### config.mk
export PLATFORM = sky130hd
export DESIGN_NAME = serial_core
export DESIGN_NICKNAME = d
export VERILOG_FILES = /design/src/serial_pkg.sv /design/src/serial_prescaler.sv /design/src/serial_core.sv
export SDC_FILE = /design/constraint.sdc
export NUM_CORES = 1
export LEC_CHECK = 0
export BUFFER_PORTS_ARGS = -buffer_cell sky130_fd_sc_hd__buf_2
export CELL_PAD_IN_SITES_DETAIL_PLACEMENT = 0
export CELL_PAD_IN_SITES_GLOBAL_PLACEMENT = 1
export CORE_MARGIN = 2
export CORE_UTILIZATION = 25
export DETAILED_ROUTE_END_ITERATION = 10
export PLACE_DENSITY_LB_ADDON = 0.1
export SLEW_MARGIN = 20
export SYNTH_ARGS = -nofsm -noshare
export SYNTH_HDL_FRONTEND = slang
export SYNTH_SLANG_ARGS = --single-unit
### constraint.sdc
create_clock -name pclk -period 2.5 [get_ports pclk]
set_input_delay 0.5 -clock pclk [delete_from_list [all_inputs] [get_ports pclk]]
set_output_delay 0.5 -clock pclk [all_outputs]
set_load 0.005 [all_outputs]
### src/serial_pkg.sv
// Shared offsets, field positions, reset values and states of the serial block
package serial_pkg;
    localparam logic [7:0] FMT_OFS = 8'h00;
    localparam logic [7:0] TXB_OFS = 8'h04;
    localparam logic [7:0] RXB_OFS = 8'h08;
    localparam logic [7:0] CTL_OFS = 8'h0C;
    localparam logic [7:0] FLG_OFS = 8'h10;
    localparam logic [7:0] RATE_OFS = 8'h14;
    localparam int FMT_SYNC = 7;
    localparam int FMT_CHR7 = 6;
    localparam int FMT_PAR_EN = 5;
    localparam int FMT_ODD = 4;
    localparam int FMT_STOP2 = 3;
    localparam int FMT_MP = 2;
    localparam int FMT_CKS_HI = 1;
    localparam int FMT_CKS_LO = 0;
    localparam int CTL_TX_EN = 0;
    localparam int CTL_RX_EN = 1;
    localparam int CTL_MPB = 2;
    localparam int FLG_TX_BUFFER_EMPTY_FLAG = 0;
    localparam int FLG_RDRF = 1;
    localparam int FLG_FER = 2;
    localparam int FLG_PER = 3;
    localparam int FLG_MPB = 4;
    localparam int FLG_TEND = 5;
    localparam logic [7:0] FMT_RST = 8'h00;
    localparam logic [7:0] TXB_RST = 8'hFF;
    localparam logic [7:0] RXB_RST = 8'h00;
    localparam logic [7:0] CTL_RST = 8'h00;
    localparam logic [4:0] FLG_RST = 5'h01;
    localparam logic [7:0] RATE_RST = 8'hFF;
    localparam logic [5:0] PRE_DIV1 = 6'h00;
    localparam logic [5:0] PRE_DIV4 = 6'h03;
    localparam logic [5:0] PRE_DIV16 = 6'h0F;
    localparam logic [5:0] PRE_DIV64 = 6'h3F;
    typedef enum logic [2:0] {
        TX_IDLE = 3'b000,
        TX_START = 3'b001,
        TX_DATA = 3'b010,
        TX_PAR = 3'b011,
        TX_STOP = 3'b100
    } tx_state_t;
    typedef enum logic [2:0] {
        RX_IDLE = 3'b000,
        RX_START = 3'b001,
        RX_DATA = 3'b010,
        RX_PAR = 3'b011,
        RX_STOP = 3'b100
    } rx_state_t;
endpackage

### src/serial_prescaler.sv
// Baud generator input clock prescaler: system clock divided by 1, 4, 16 or 64
`timescale 1ns/1ps
module serial_prescaler (
    input wire logic pclk,
    input wire logic presetn,
    input wire logic [1:0] cks,
    output logic tick
);
    logic [5:0] cnt;
    logic [5:0] limit;

    assign limit = (cks == 2'b00) ? serial_pkg::PRE_DIV1 :
                   (cks == 2'b01) ? serial_pkg::PRE_DIV4 :
                   (cks == 2'b10) ? serial_pkg::PRE_DIV16 :
                   serial_pkg::PRE_DIV64;

    always_ff @(posedge pclk or negedge presetn) begin
        if (!presetn) begin
            cnt <= 6'h00;
            tick <= 1'b0;
        end else begin
            tick <= (cnt >= limit);
            cnt <= (cnt >= limit) ? 6'h00 : cnt + 6'h01;
        end
    end
endmodule

### src/serial_core.sv
// Serial data path and frame format with its APB register file
// Summary of operation
// - Receiver shifts serial bits into its shifter, least significant first
// - Full character moves to receive buffer; shifter is free at once
// - Receive buffer is read only; writes do not change it
// - Receive buffer and format register clear on reset and low power
// - Transmit buffer sets to all ones on reset and low power
// - Buffer byte goes to transmit shifter, sent least significant first
// - Next byte loads after each character, never while empty flag set
// - Transmit buffer and format always accessible; shifters never reachable (writes to both are dropped while low_power_stop is high)
// - Format bit 7 picks asynchronous (0) or synchronous (1) mode
// - Format bit 6 picks 8 or 7 bits; synchronous always 8
// - Seven-bit characters never send buffer bit 7
// - Format bit 5 enables parity only in plain asynchronous mode
// - Format bit 4 picks even (0) or odd (1) parity
// - Format bit 3 appends one or two high stop bits
// - Receiver checks first stop bit; low second stop starts next character
// - Synchronous mode adds no stop bits; stop length ignored
// - Format bit 2 picks multiprocessor format over parity, async only
// - Format bits 1:0 select prescale 1, 4, 16 or 64
// - Sending starts once enabled and buffer empty flag is cleared
//
// The register offsets and the APB register port were left to the implementer.
`timescale 1ns/1ps
module serial_core (
    input wire logic pclk,
    input wire logic presetn,
    input wire logic psel,
    input wire logic penable,
    input wire logic pwrite,
    input wire logic [7:0] paddr,
    input wire logic [31:0] pwdata,
    output logic [31:0] prdata,
    output logic pready,
    output logic pslverr,
    input wire logic low_power_stop,
    input wire logic rxd,
    output logic txd,
    output logic sclk_out
);
    logic [7:0] serial_format_reg;
    logic [7:0] transmit_buffer_reg;
    logic [7:0] receive_buffer_reg;
    logic [7:0] ctrl;
    logic [7:0] rate;
    logic [4:0] flags;
    logic [7:0] transmit_shifter;
    logic [7:0] receive_shifter;
    logic [7:0] rx_char;
    logic rx_par;
    logic tx_extra;
    logic [2:0] tx_bitn;
    logic [2:0] rx_bitn;
    logic tx_stopn;
    logic [7:0] tx_cnt;
    logic [7:0] rx_cnt;
    logic rx_s1;
    logic rx_s2;
    logic rx_prev;
    logic tick;
    serial_pkg::tx_state_t tx_state;
    serial_pkg::rx_state_t rx_state;

    serial_prescaler u_pre (
        .pclk(pclk),
        .presetn(presetn),
        .cks(serial_format_reg[serial_pkg::FMT_CKS_HI:serial_pkg::FMT_CKS_LO]),
        .tick(tick)
    );

    // Format decode
    wire sync = serial_format_reg[serial_pkg::FMT_SYNC];
    wire chr7 = serial_format_reg[serial_pkg::FMT_CHR7] & ~sync;
    wire mp_on = serial_format_reg[serial_pkg::FMT_MP] & ~sync;
    wire par_on = serial_format_reg[serial_pkg::FMT_PAR_EN] & ~sync
        & ~serial_format_reg[serial_pkg::FMT_MP];
    wire odd = serial_format_reg[serial_pkg::FMT_ODD];
    wire stop2 = serial_format_reg[serial_pkg::FMT_STOP2] & ~sync;
    wire [2:0] last_bit = chr7 ? 3'h6 : 3'h7;
    wire [7:0] half = {1'b0, rate[7:1]};
    wire tx_en = ctrl[serial_pkg::CTL_TX_EN];
    wire rx_en = ctrl[serial_pkg::CTL_RX_EN];
    wire tx_buffer_empty_flag = flags[serial_pkg::FLG_TX_BUFFER_EMPTY_FLAG];

    // APB decode; commit at the edge where the master sees pready
    wire access = psel & penable & ~pready;
    wire commit = psel & penable & pready;
    wire wr = commit & pwrite;
    wire hit_fmt = paddr == serial_pkg::FMT_OFS;
    wire hit_txb = paddr == serial_pkg::TXB_OFS;
    wire hit_rxb = paddr == serial_pkg::RXB_OFS;
    wire hit_ctl = paddr == serial_pkg::CTL_OFS;
    wire hit_flg = paddr == serial_pkg::FLG_OFS;
    wire hit_rate = paddr == serial_pkg::RATE_OFS;
    wire mapped = hit_fmt | hit_txb | hit_rxb | hit_ctl | hit_flg | hit_rate;
    wire tend = tx_buffer_empty_flag & (tx_state == serial_pkg::TX_IDLE);
    // Shifters have no address at all
    wire [7:0] rd_byte = hit_fmt ? serial_format_reg :
                         hit_txb ? transmit_buffer_reg :
                         hit_rxb ? receive_buffer_reg :
                         hit_ctl ? ctrl :
                         hit_flg ? {2'b00, tend, flags} :
                         hit_rate ? rate : 8'h00;

    // Transmit timing
    wire tx_bit_end = tick & (tx_cnt == rate);
    wire tx_last = tx_bitn == last_bit;
    wire tx_frame_end = tx_bit_end
        & ((tx_state == serial_pkg::TX_DATA & tx_last & sync)
        | (tx_state == serial_pkg::TX_STOP & (~stop2 | tx_stopn)));
    wire tx_load = tx_en & ~tx_buffer_empty_flag
        & (tx_state == serial_pkg::TX_IDLE | tx_frame_end);
    wire [7:0] tx_mask = {~chr7, 7'h7F};
    wire tx_par = (^(transmit_buffer_reg & tx_mask)) ^ odd;
    wire sample_sync = sync & rx_en & tick & (tx_cnt == half)
        & (tx_state == serial_pkg::TX_DATA);

    // Receive timing
    wire rx_fall = rx_prev & ~rx_s2;
    wire rx_half = tick & (rx_cnt == half);
    wire rx_bit_end = tick & (rx_cnt == rate);
    wire rx_start_ok = (rx_state == serial_pkg::RX_START) & rx_half & ~rx_s2;
    wire async_done = (rx_state == serial_pkg::RX_STOP) & rx_bit_end;
    wire sync_done = sample_sync & (tx_bitn == 3'h7);
    wire rx_done = async_done | sync_done;
    wire [7:0] rx_shift_in = {rx_s2, receive_shifter[7:1]};
    wire [7:0] rx_word = sync ? rx_shift_in : rx_char;
    wire par_bad = (^{rx_char, rx_par}) != odd;

    // Flags: hardware set wins over a software clear
    wire [4:0] flg_clr = (wr & hit_flg) ? ~pwdata[4:0] : 5'h00;
    wire [4:0] flg_set = {async_done & mp_on & rx_par,
                          async_done & par_on & par_bad,
                          async_done & ~rx_s2,
                          rx_done, tx_load};
    wire [4:0] next_flags = ((flags & ~flg_clr) | flg_set)
        | {4'h0, ~tx_en};

    always_ff @(posedge pclk or negedge presetn) begin
        if (!presetn) begin
            pready <= 1'b0;
            pslverr <= 1'b0;
            prdata <= 32'h00000000;
        end else begin
            pready <= access;
            pslverr <= access & ~mapped;
            prdata <= (access & ~pwrite) ? {24'h000000, rd_byte} : 32'h0;
        end
    end

    always_ff @(posedge pclk or negedge presetn) begin
        if (!presetn) begin
            serial_format_reg <= serial_pkg::FMT_RST;
            transmit_buffer_reg <= serial_pkg::TXB_RST;
            ctrl <= serial_pkg::CTL_RST;
            rate <= serial_pkg::RATE_RST;
            flags <= serial_pkg::FLG_RST;
        end else if (low_power_stop) begin
            serial_format_reg <= serial_pkg::FMT_RST;
            transmit_buffer_reg <= serial_pkg::TXB_RST;
            ctrl <= serial_pkg::CTL_RST;
            flags <= serial_pkg::FLG_RST;
        end else begin
            if (wr & hit_fmt) serial_format_reg <= pwdata[7:0];
            if (wr & hit_txb) transmit_buffer_reg <= pwdata[7:0];
            if (wr & hit_ctl) ctrl <= {5'h00, pwdata[2:0]};
            if (wr & hit_rate) rate <= pwdata[7:0];
            flags <= next_flags;
        end
    end

    // No write path: only the receiver loads it
    always_ff @(posedge pclk or negedge presetn) begin
        if (!presetn) begin
            receive_buffer_reg <= serial_pkg::RXB_RST;
        end else if (low_power_stop) begin
            receive_buffer_reg <= serial_pkg::RXB_RST;
        end else if (rx_done) begin
            receive_buffer_reg <= rx_word;
        end
    end

    always_ff @(posedge pclk or negedge presetn) begin
        if (!presetn) begin
            tx_cnt <= 8'h00;
        end else if (tx_state == serial_pkg::TX_IDLE || tx_load) begin
            tx_cnt <= 8'h00;
        end else if (tick) begin
            tx_cnt <= (tx_cnt == rate) ? 8'h00 : tx_cnt + 8'h01;
        end
    end

    always_ff @(posedge pclk or negedge presetn) begin
        if (!presetn) begin
            tx_state <= serial_pkg::TX_IDLE;
            transmit_shifter <= 8'h00;
            tx_bitn <= 3'h0;
            tx_stopn <= 1'b0;
            tx_extra <= 1'b0;
        end else if (low_power_stop) begin
            tx_state <= serial_pkg::TX_IDLE;
        end else if (tx_load) begin
            transmit_shifter <= transmit_buffer_reg;
            tx_extra <= mp_on ? ctrl[serial_pkg::CTL_MPB] : tx_par;
            tx_bitn <= 3'h0;
            tx_stopn <= 1'b0;
            tx_state <= sync ? serial_pkg::TX_DATA
                             : serial_pkg::TX_START;
        end else if (tx_frame_end) begin
            tx_state <= serial_pkg::TX_IDLE;
        end else if (tx_bit_end) begin
            case (tx_state)
                serial_pkg::TX_START: begin
                    tx_state <= serial_pkg::TX_DATA;
                end
                serial_pkg::TX_DATA: begin
                    transmit_shifter <= {1'b0, transmit_shifter[7:1]};
                    tx_bitn <= tx_bitn + 3'h1;
                    if (tx_last) begin
                        tx_state <= (par_on | mp_on) ? serial_pkg::TX_PAR
                                                     : serial_pkg::TX_STOP;
                    end
                end
                serial_pkg::TX_PAR: begin
                    tx_state <= serial_pkg::TX_STOP;
                end
                serial_pkg::TX_STOP: begin
                    tx_stopn <= 1'b1;
                end
                default: begin
                    tx_state <= serial_pkg::TX_IDLE;
                end
            endcase
        end
    end

    // Pins lag the state by one clock, negligible against a bit time
    always_ff @(posedge pclk or negedge presetn) begin
        if (!presetn) begin
            txd <= 1'b1;
            sclk_out <= 1'b1;
        end else begin
            case (tx_state)
                serial_pkg::TX_START: txd <= 1'b0;
                serial_pkg::TX_DATA: txd <= transmit_shifter[0];
                serial_pkg::TX_PAR: txd <= tx_extra;
                default: txd <= 1'b1;
            endcase
            sclk_out <= ~(sync & (tx_state == serial_pkg::TX_DATA)
                & (tx_cnt < half));
        end
    end

    // Logic reads the second and third flops (rx_s2, rx_prev), never the first
    always_ff @(posedge pclk or negedge presetn) begin
        if (!presetn) begin
            rx_s1 <= 1'b1;
            rx_s2 <= 1'b1;
            rx_prev <= 1'b1;
        end else begin
            rx_s1 <= rxd;
            rx_s2 <= rx_s1;
            rx_prev <= rx_s2;
        end
    end

    always_ff @(posedge pclk or negedge presetn) begin
        if (!presetn) begin
            rx_cnt <= 8'h00;
        end else if (rx_state == serial_pkg::RX_IDLE || rx_start_ok) begin
            rx_cnt <= 8'h00;
        end else if (tick) begin
            rx_cnt <= (rx_cnt == rate) ? 8'h00 : rx_cnt + 8'h01;
        end
    end

    always_ff @(posedge pclk or negedge presetn) begin
        if (!presetn) begin
            rx_state <= serial_pkg::RX_IDLE;
            receive_shifter <= 8'h00;
            rx_char <= 8'h00;
            rx_bitn <= 3'h0;
            rx_par <= 1'b0;
        end else if (low_power_stop) begin
            rx_state <= serial_pkg::RX_IDLE;
        end else if (sample_sync) begin
            receive_shifter <= rx_shift_in;
        end else begin
            case (rx_state)
                serial_pkg::RX_IDLE: begin
                    rx_bitn <= 3'h0;
                    if (rx_en & ~sync & rx_fall) begin
                        rx_state <= serial_pkg::RX_START;
                    end
                end
                serial_pkg::RX_START: begin
                    if (rx_half) begin
                        rx_state <= rx_s2 ? serial_pkg::RX_IDLE
                                          : serial_pkg::RX_DATA;
                    end
                end
                serial_pkg::RX_DATA: begin
                    if (rx_bit_end) begin
                        receive_shifter <= rx_shift_in;
                        rx_bitn <= rx_bitn + 3'h1;
                        if (rx_bitn == last_bit) begin
                            rx_char <= chr7 ? {1'b0, rx_shift_in[7:1]}
                                            : rx_shift_in;
                            rx_state <= (par_on | mp_on)
                                ? serial_pkg::RX_PAR : serial_pkg::RX_STOP;
                        end
                    end
                end
                serial_pkg::RX_PAR: begin
                    if (rx_bit_end) begin
                        rx_par <= rx_s2;
                        rx_state <= serial_pkg::RX_STOP;
                    end
                end
                serial_pkg::RX_STOP: begin
                    // Idle after first stop so a low second stop is a start
                    if (rx_bit_end) rx_state <= serial_pkg::RX_IDLE;
                end
                default: rx_state <= serial_pkg::RX_IDLE;
            endcase
        end
    end
endmodule

==> flow_summary.toml <==
[clock_tree]
cts_inserted_buffers = 17
cts_buffer_depth = 2
numClockSinks = 116
clk_latency_ns = 0.43
cts_max_level = 4
clock-root-buffer = "clkbuf_16"
cts.hold.buffers_added = 0
tritoncts = "built"
path_clk_slew_ns = 0.06

[power]
leakage_nw = 3.68
p_int_mw = 3.87
irDropWorstVdd_uv = 377
pwr-share-clk_pct = 56.9
comb_power_share_pct = 4.6
seqPwrFrac_pct = 38.5
swShare_pct = 23.2
power.density_mw_per_mm2 = 616
power.net_switching_mw = 1.17

[route]
antenna_left = 0
post_drt_wl_per_cell_um = 18.4
drc_errors = 0
drt_iter0_drc = 279
totalWireLength_mm = 20.1
via_per_inst = 4.74
drtPass1Iterations = 5
vias = 5163

[synth]
synthesis.area_mm2 = 0.00688
synth_ff_type = "dfrtp_1"
async_flop_share_pct = 100
synth-seq-area-share_pct = 42.6
ys_types = 74
yosys_warnings = 0
synthMuxAreaShare_pct = 9.16
synth_xor_area_share_pct = 6.49
ys_ff_latch = 116
synthAdderAreaFrac_pct = 3.45
synthCells = 683
synth_edf_count = 0
postSynthAreaPerCell_um2 = 10.1
synth_simple_gate_area_share_pct = 16.2
synth_top_family_by_area = "simple AND/OR/NAND/NOR gates"
synth_compound_area_share_pct = 15.4

[die]
boundaryPins = 83
core-area_mm2 = 0.0270
die_y_um = 170
start_util_pct = 25.5
rows = 60
die_w_um = 170
dieArea_mm2 = 0.0289

[cells_and_area]
drive_gt1_share_pct = 22.7
finalNetCount = 802
final_cells = 1090
syn_to_final_growth_pct = 19.1
utilization_pct = 30.3
diodes = 0

[run_status]
status = "finished, final reports clean"

[global_route]
grt_pass1_vias = 5313
antenna_found_initial = 0
grt_max_degree = 117
grt_usage_pct = 14.5
grt_pass1_wl_mm = 31.4
overflow = 0

[setup_path]
setup.worst_path.end_class = "flip-flop"
critPathRequiredTime_ns = 2.80
rr_worst_depth = 8
arrival_ns = 2.65
start_kind = "flip-flop"
crit_path_max_fanout = 7
path_class = "flip-flop to flip-flop"

[sta]
maxSlewHeadroom_pct = 53.7
fmax_mhz = 426
worst_pin_slew_ns = 0.695
setup_viol = 0
period_share_pct = 93.9
timing.setup.tns_ns = 0
drv_slew = 0
hold_viol = 0
layout_min_cycle_time_ns = 2.35
finalClockSkew_ns = 0.0139
rsz0062_at_grt = "no"

[run]
maxCapViolations = 0

[placement]
io_buffers = 34
gp_congestion = 0.764
hpwl_mm = 14.6
place_inst = 1058

[hold_path]
hold_path.class = "primary input to asynchronous set/reset pin"
[Yosys cell counts, drive strengths merged (4+ instances only)]
cell type,instances,area share [%]
a31oi,4,0.36
a21oi,31,2.3
dfrtp,94,34
nor3,16,1.3
a211oi,13,1.4
a22oi,5,0.55
a22o,18,2.3
nor2b,15,1.4
nand4,9,0.91
o211ai,7,0.76
buf,43,4.4
a21o,10,1.1
mux2i,27,3.9
xor2,15,1.9
mux2,32,5.2
nand2b,12,1.1
nand3,17,1.4
ha,19,3.5
nor4,8,1.7
inv,22,1.2
and3,10,0.91
o22ai,4,0.56
clkbuf,16,0.89
o21a,6,0.65
nand2,43,2.3
xnor2,36,4.6
nor2,59,3.2
o21ai,28,2.0
dfstp,22,8.4
[area by class of cell]
cell class / instances / area, µm²
sequential: 116 / 2930
fill: 2815 / 18800
multi-input combinational: 507 / 3600
timing repair buffer: 70 / 468
tap: 341 / 427
clock buffer: 18 / 429
clock inverter: 14 / 249
inverter: 24 / 90.1
[placed cells by master (no fill, tap or decap), types with 5 or more instances in the layout]
| cell | Yosys | final |
|---|---|---|
| nor4_4 | 4 | 5 |
| buf_2 | 8 | 33 |
| xnor2_1 | 36 | 36 |
| and3_1 | 10 | 10 |
| o21a_1 | 6 | 6 |
| mux2_2 | 26 | 26 |
| nand4_1 | 8 | 8 |
| xor2_1 | 15 | 15 |
| mux2_1 | 6 | 6 |
| o211ai_1 | 7 | 7 |
| nor2_1 | 59 | 59 |
| bufinv_16 | 0 | 6 |
| ha_1 | 19 | 19 |
| dfrtp_1 | 94 | 94 |
| o21ai_0 | 25 | 25 |
| conb_1 | 1 | 24 |
| nand2_1 | 43 | 43 |
| nor3_1 | 14 | 14 |
| mux2i_1 | 27 | 27 |
| a21oi_1 | 31 | 31 |
| buf_4 | 27 | 35 |
| clkbuf_16 | 0 | 17 |
| nor2b_1 | 15 | 15 |
| nand3_1 | 15 | 15 |
| nand2b_1 | 12 | 12 |
| a211oi_1 | 13 | 13 |
| inv_1 | 22 | 22 |
| dfstp_2 | 22 | 22 |
| a22oi_1 | 5 | 5 |
| a21o_1 | 10 | 10 |
| a22o_1 | 18 | 18 |
[final timing paths]
path | start | end | slack [ns]
worst max-delay path | rate[7] | receive_shifter[7] | 0.15
worst min-delay path | presetn | tx_cnt[6] | 0.17
worst max register to register | rate[7] | receive_shifter[7] | 0.15
worst min register to register | rx_s1 | rx_s2 | 0.36
max in group asynchronous | presetn | flags[1] | 1.82
min in group pclk | rxd | rx_s1 | 0.18
[layer usage]
| layer | track usage (%) | share of wire (%) | vias to the layer above |
|---|---|---|---|
| met2 | 22.5 | 46 | 73 |
| met4 | 4.38 | 1.2 | 0 |
| met3 | 2.56 | 2.3 | 16 |
| li1 | - | - | 2510 |
| met1 | 20.5 | 50 | 2564 |
| met5 | 0 | 0 | - |
[power groups by stage]
stage | clock network, mW | logic (mW) | registers (mW)
after floorplan | 0 | 0.146 | 1.97
after global placement | 0 | 0.231 | 1.98
after detailed placement | 0 | 0.238 | 1.98
after CTS | 2.95 | 0.238 | 1.95
after global routing | 3.01 | 0.263 | 1.95
final | 2.87 | 0.231 | 1.95
[cells by family after synthesis]
| group | count (synthesis) |
|---|---|
| buf+inv | 83 |
| mux | 59 |
| simple gates | 205 |
| other cells | 1 |
| fa+ha+maj | 19 |
| flops | 116 |
| compound gates | 149 |
| xor+xnor | 51 |
[per-stage QoR]
step | worst slack, ns | power (mW) | instance area (µm²) | hold WS, ns
after floorplan | 0.177 | 2.11 | 6970 | 0.204
after global placement | 0.101 | 2.21 | 7500 | 0.346
after detailed placement | 0.0670 | 2.22 | 7500 | 0.348
after CTS | 0.0611 | 5.13 | 8180 | 0.157
after global routing | 0.0269 | 5.23 | 8190 | 0.162
final | 0.153 | 5.05 | 8190 | 0.166
[critical path, cell delays in order, from the launching register on]
cell	delay, ns
dfstp_2	0.63
inv_1	0.07
ha_1	0.30
nand3b_1	0.22
nor4_1	0.08
buf_4	0.16
o21ai_1	0.21
buf_4	0.22
mux2_2	0.34
[timing repair]
item	4_1_cts	5_1_grt
endpoints found under the setup margin	0	8
buffers inserted	0	0
resized for setup	0	2
Note: power is estimated with default switching activity, not from simulation.
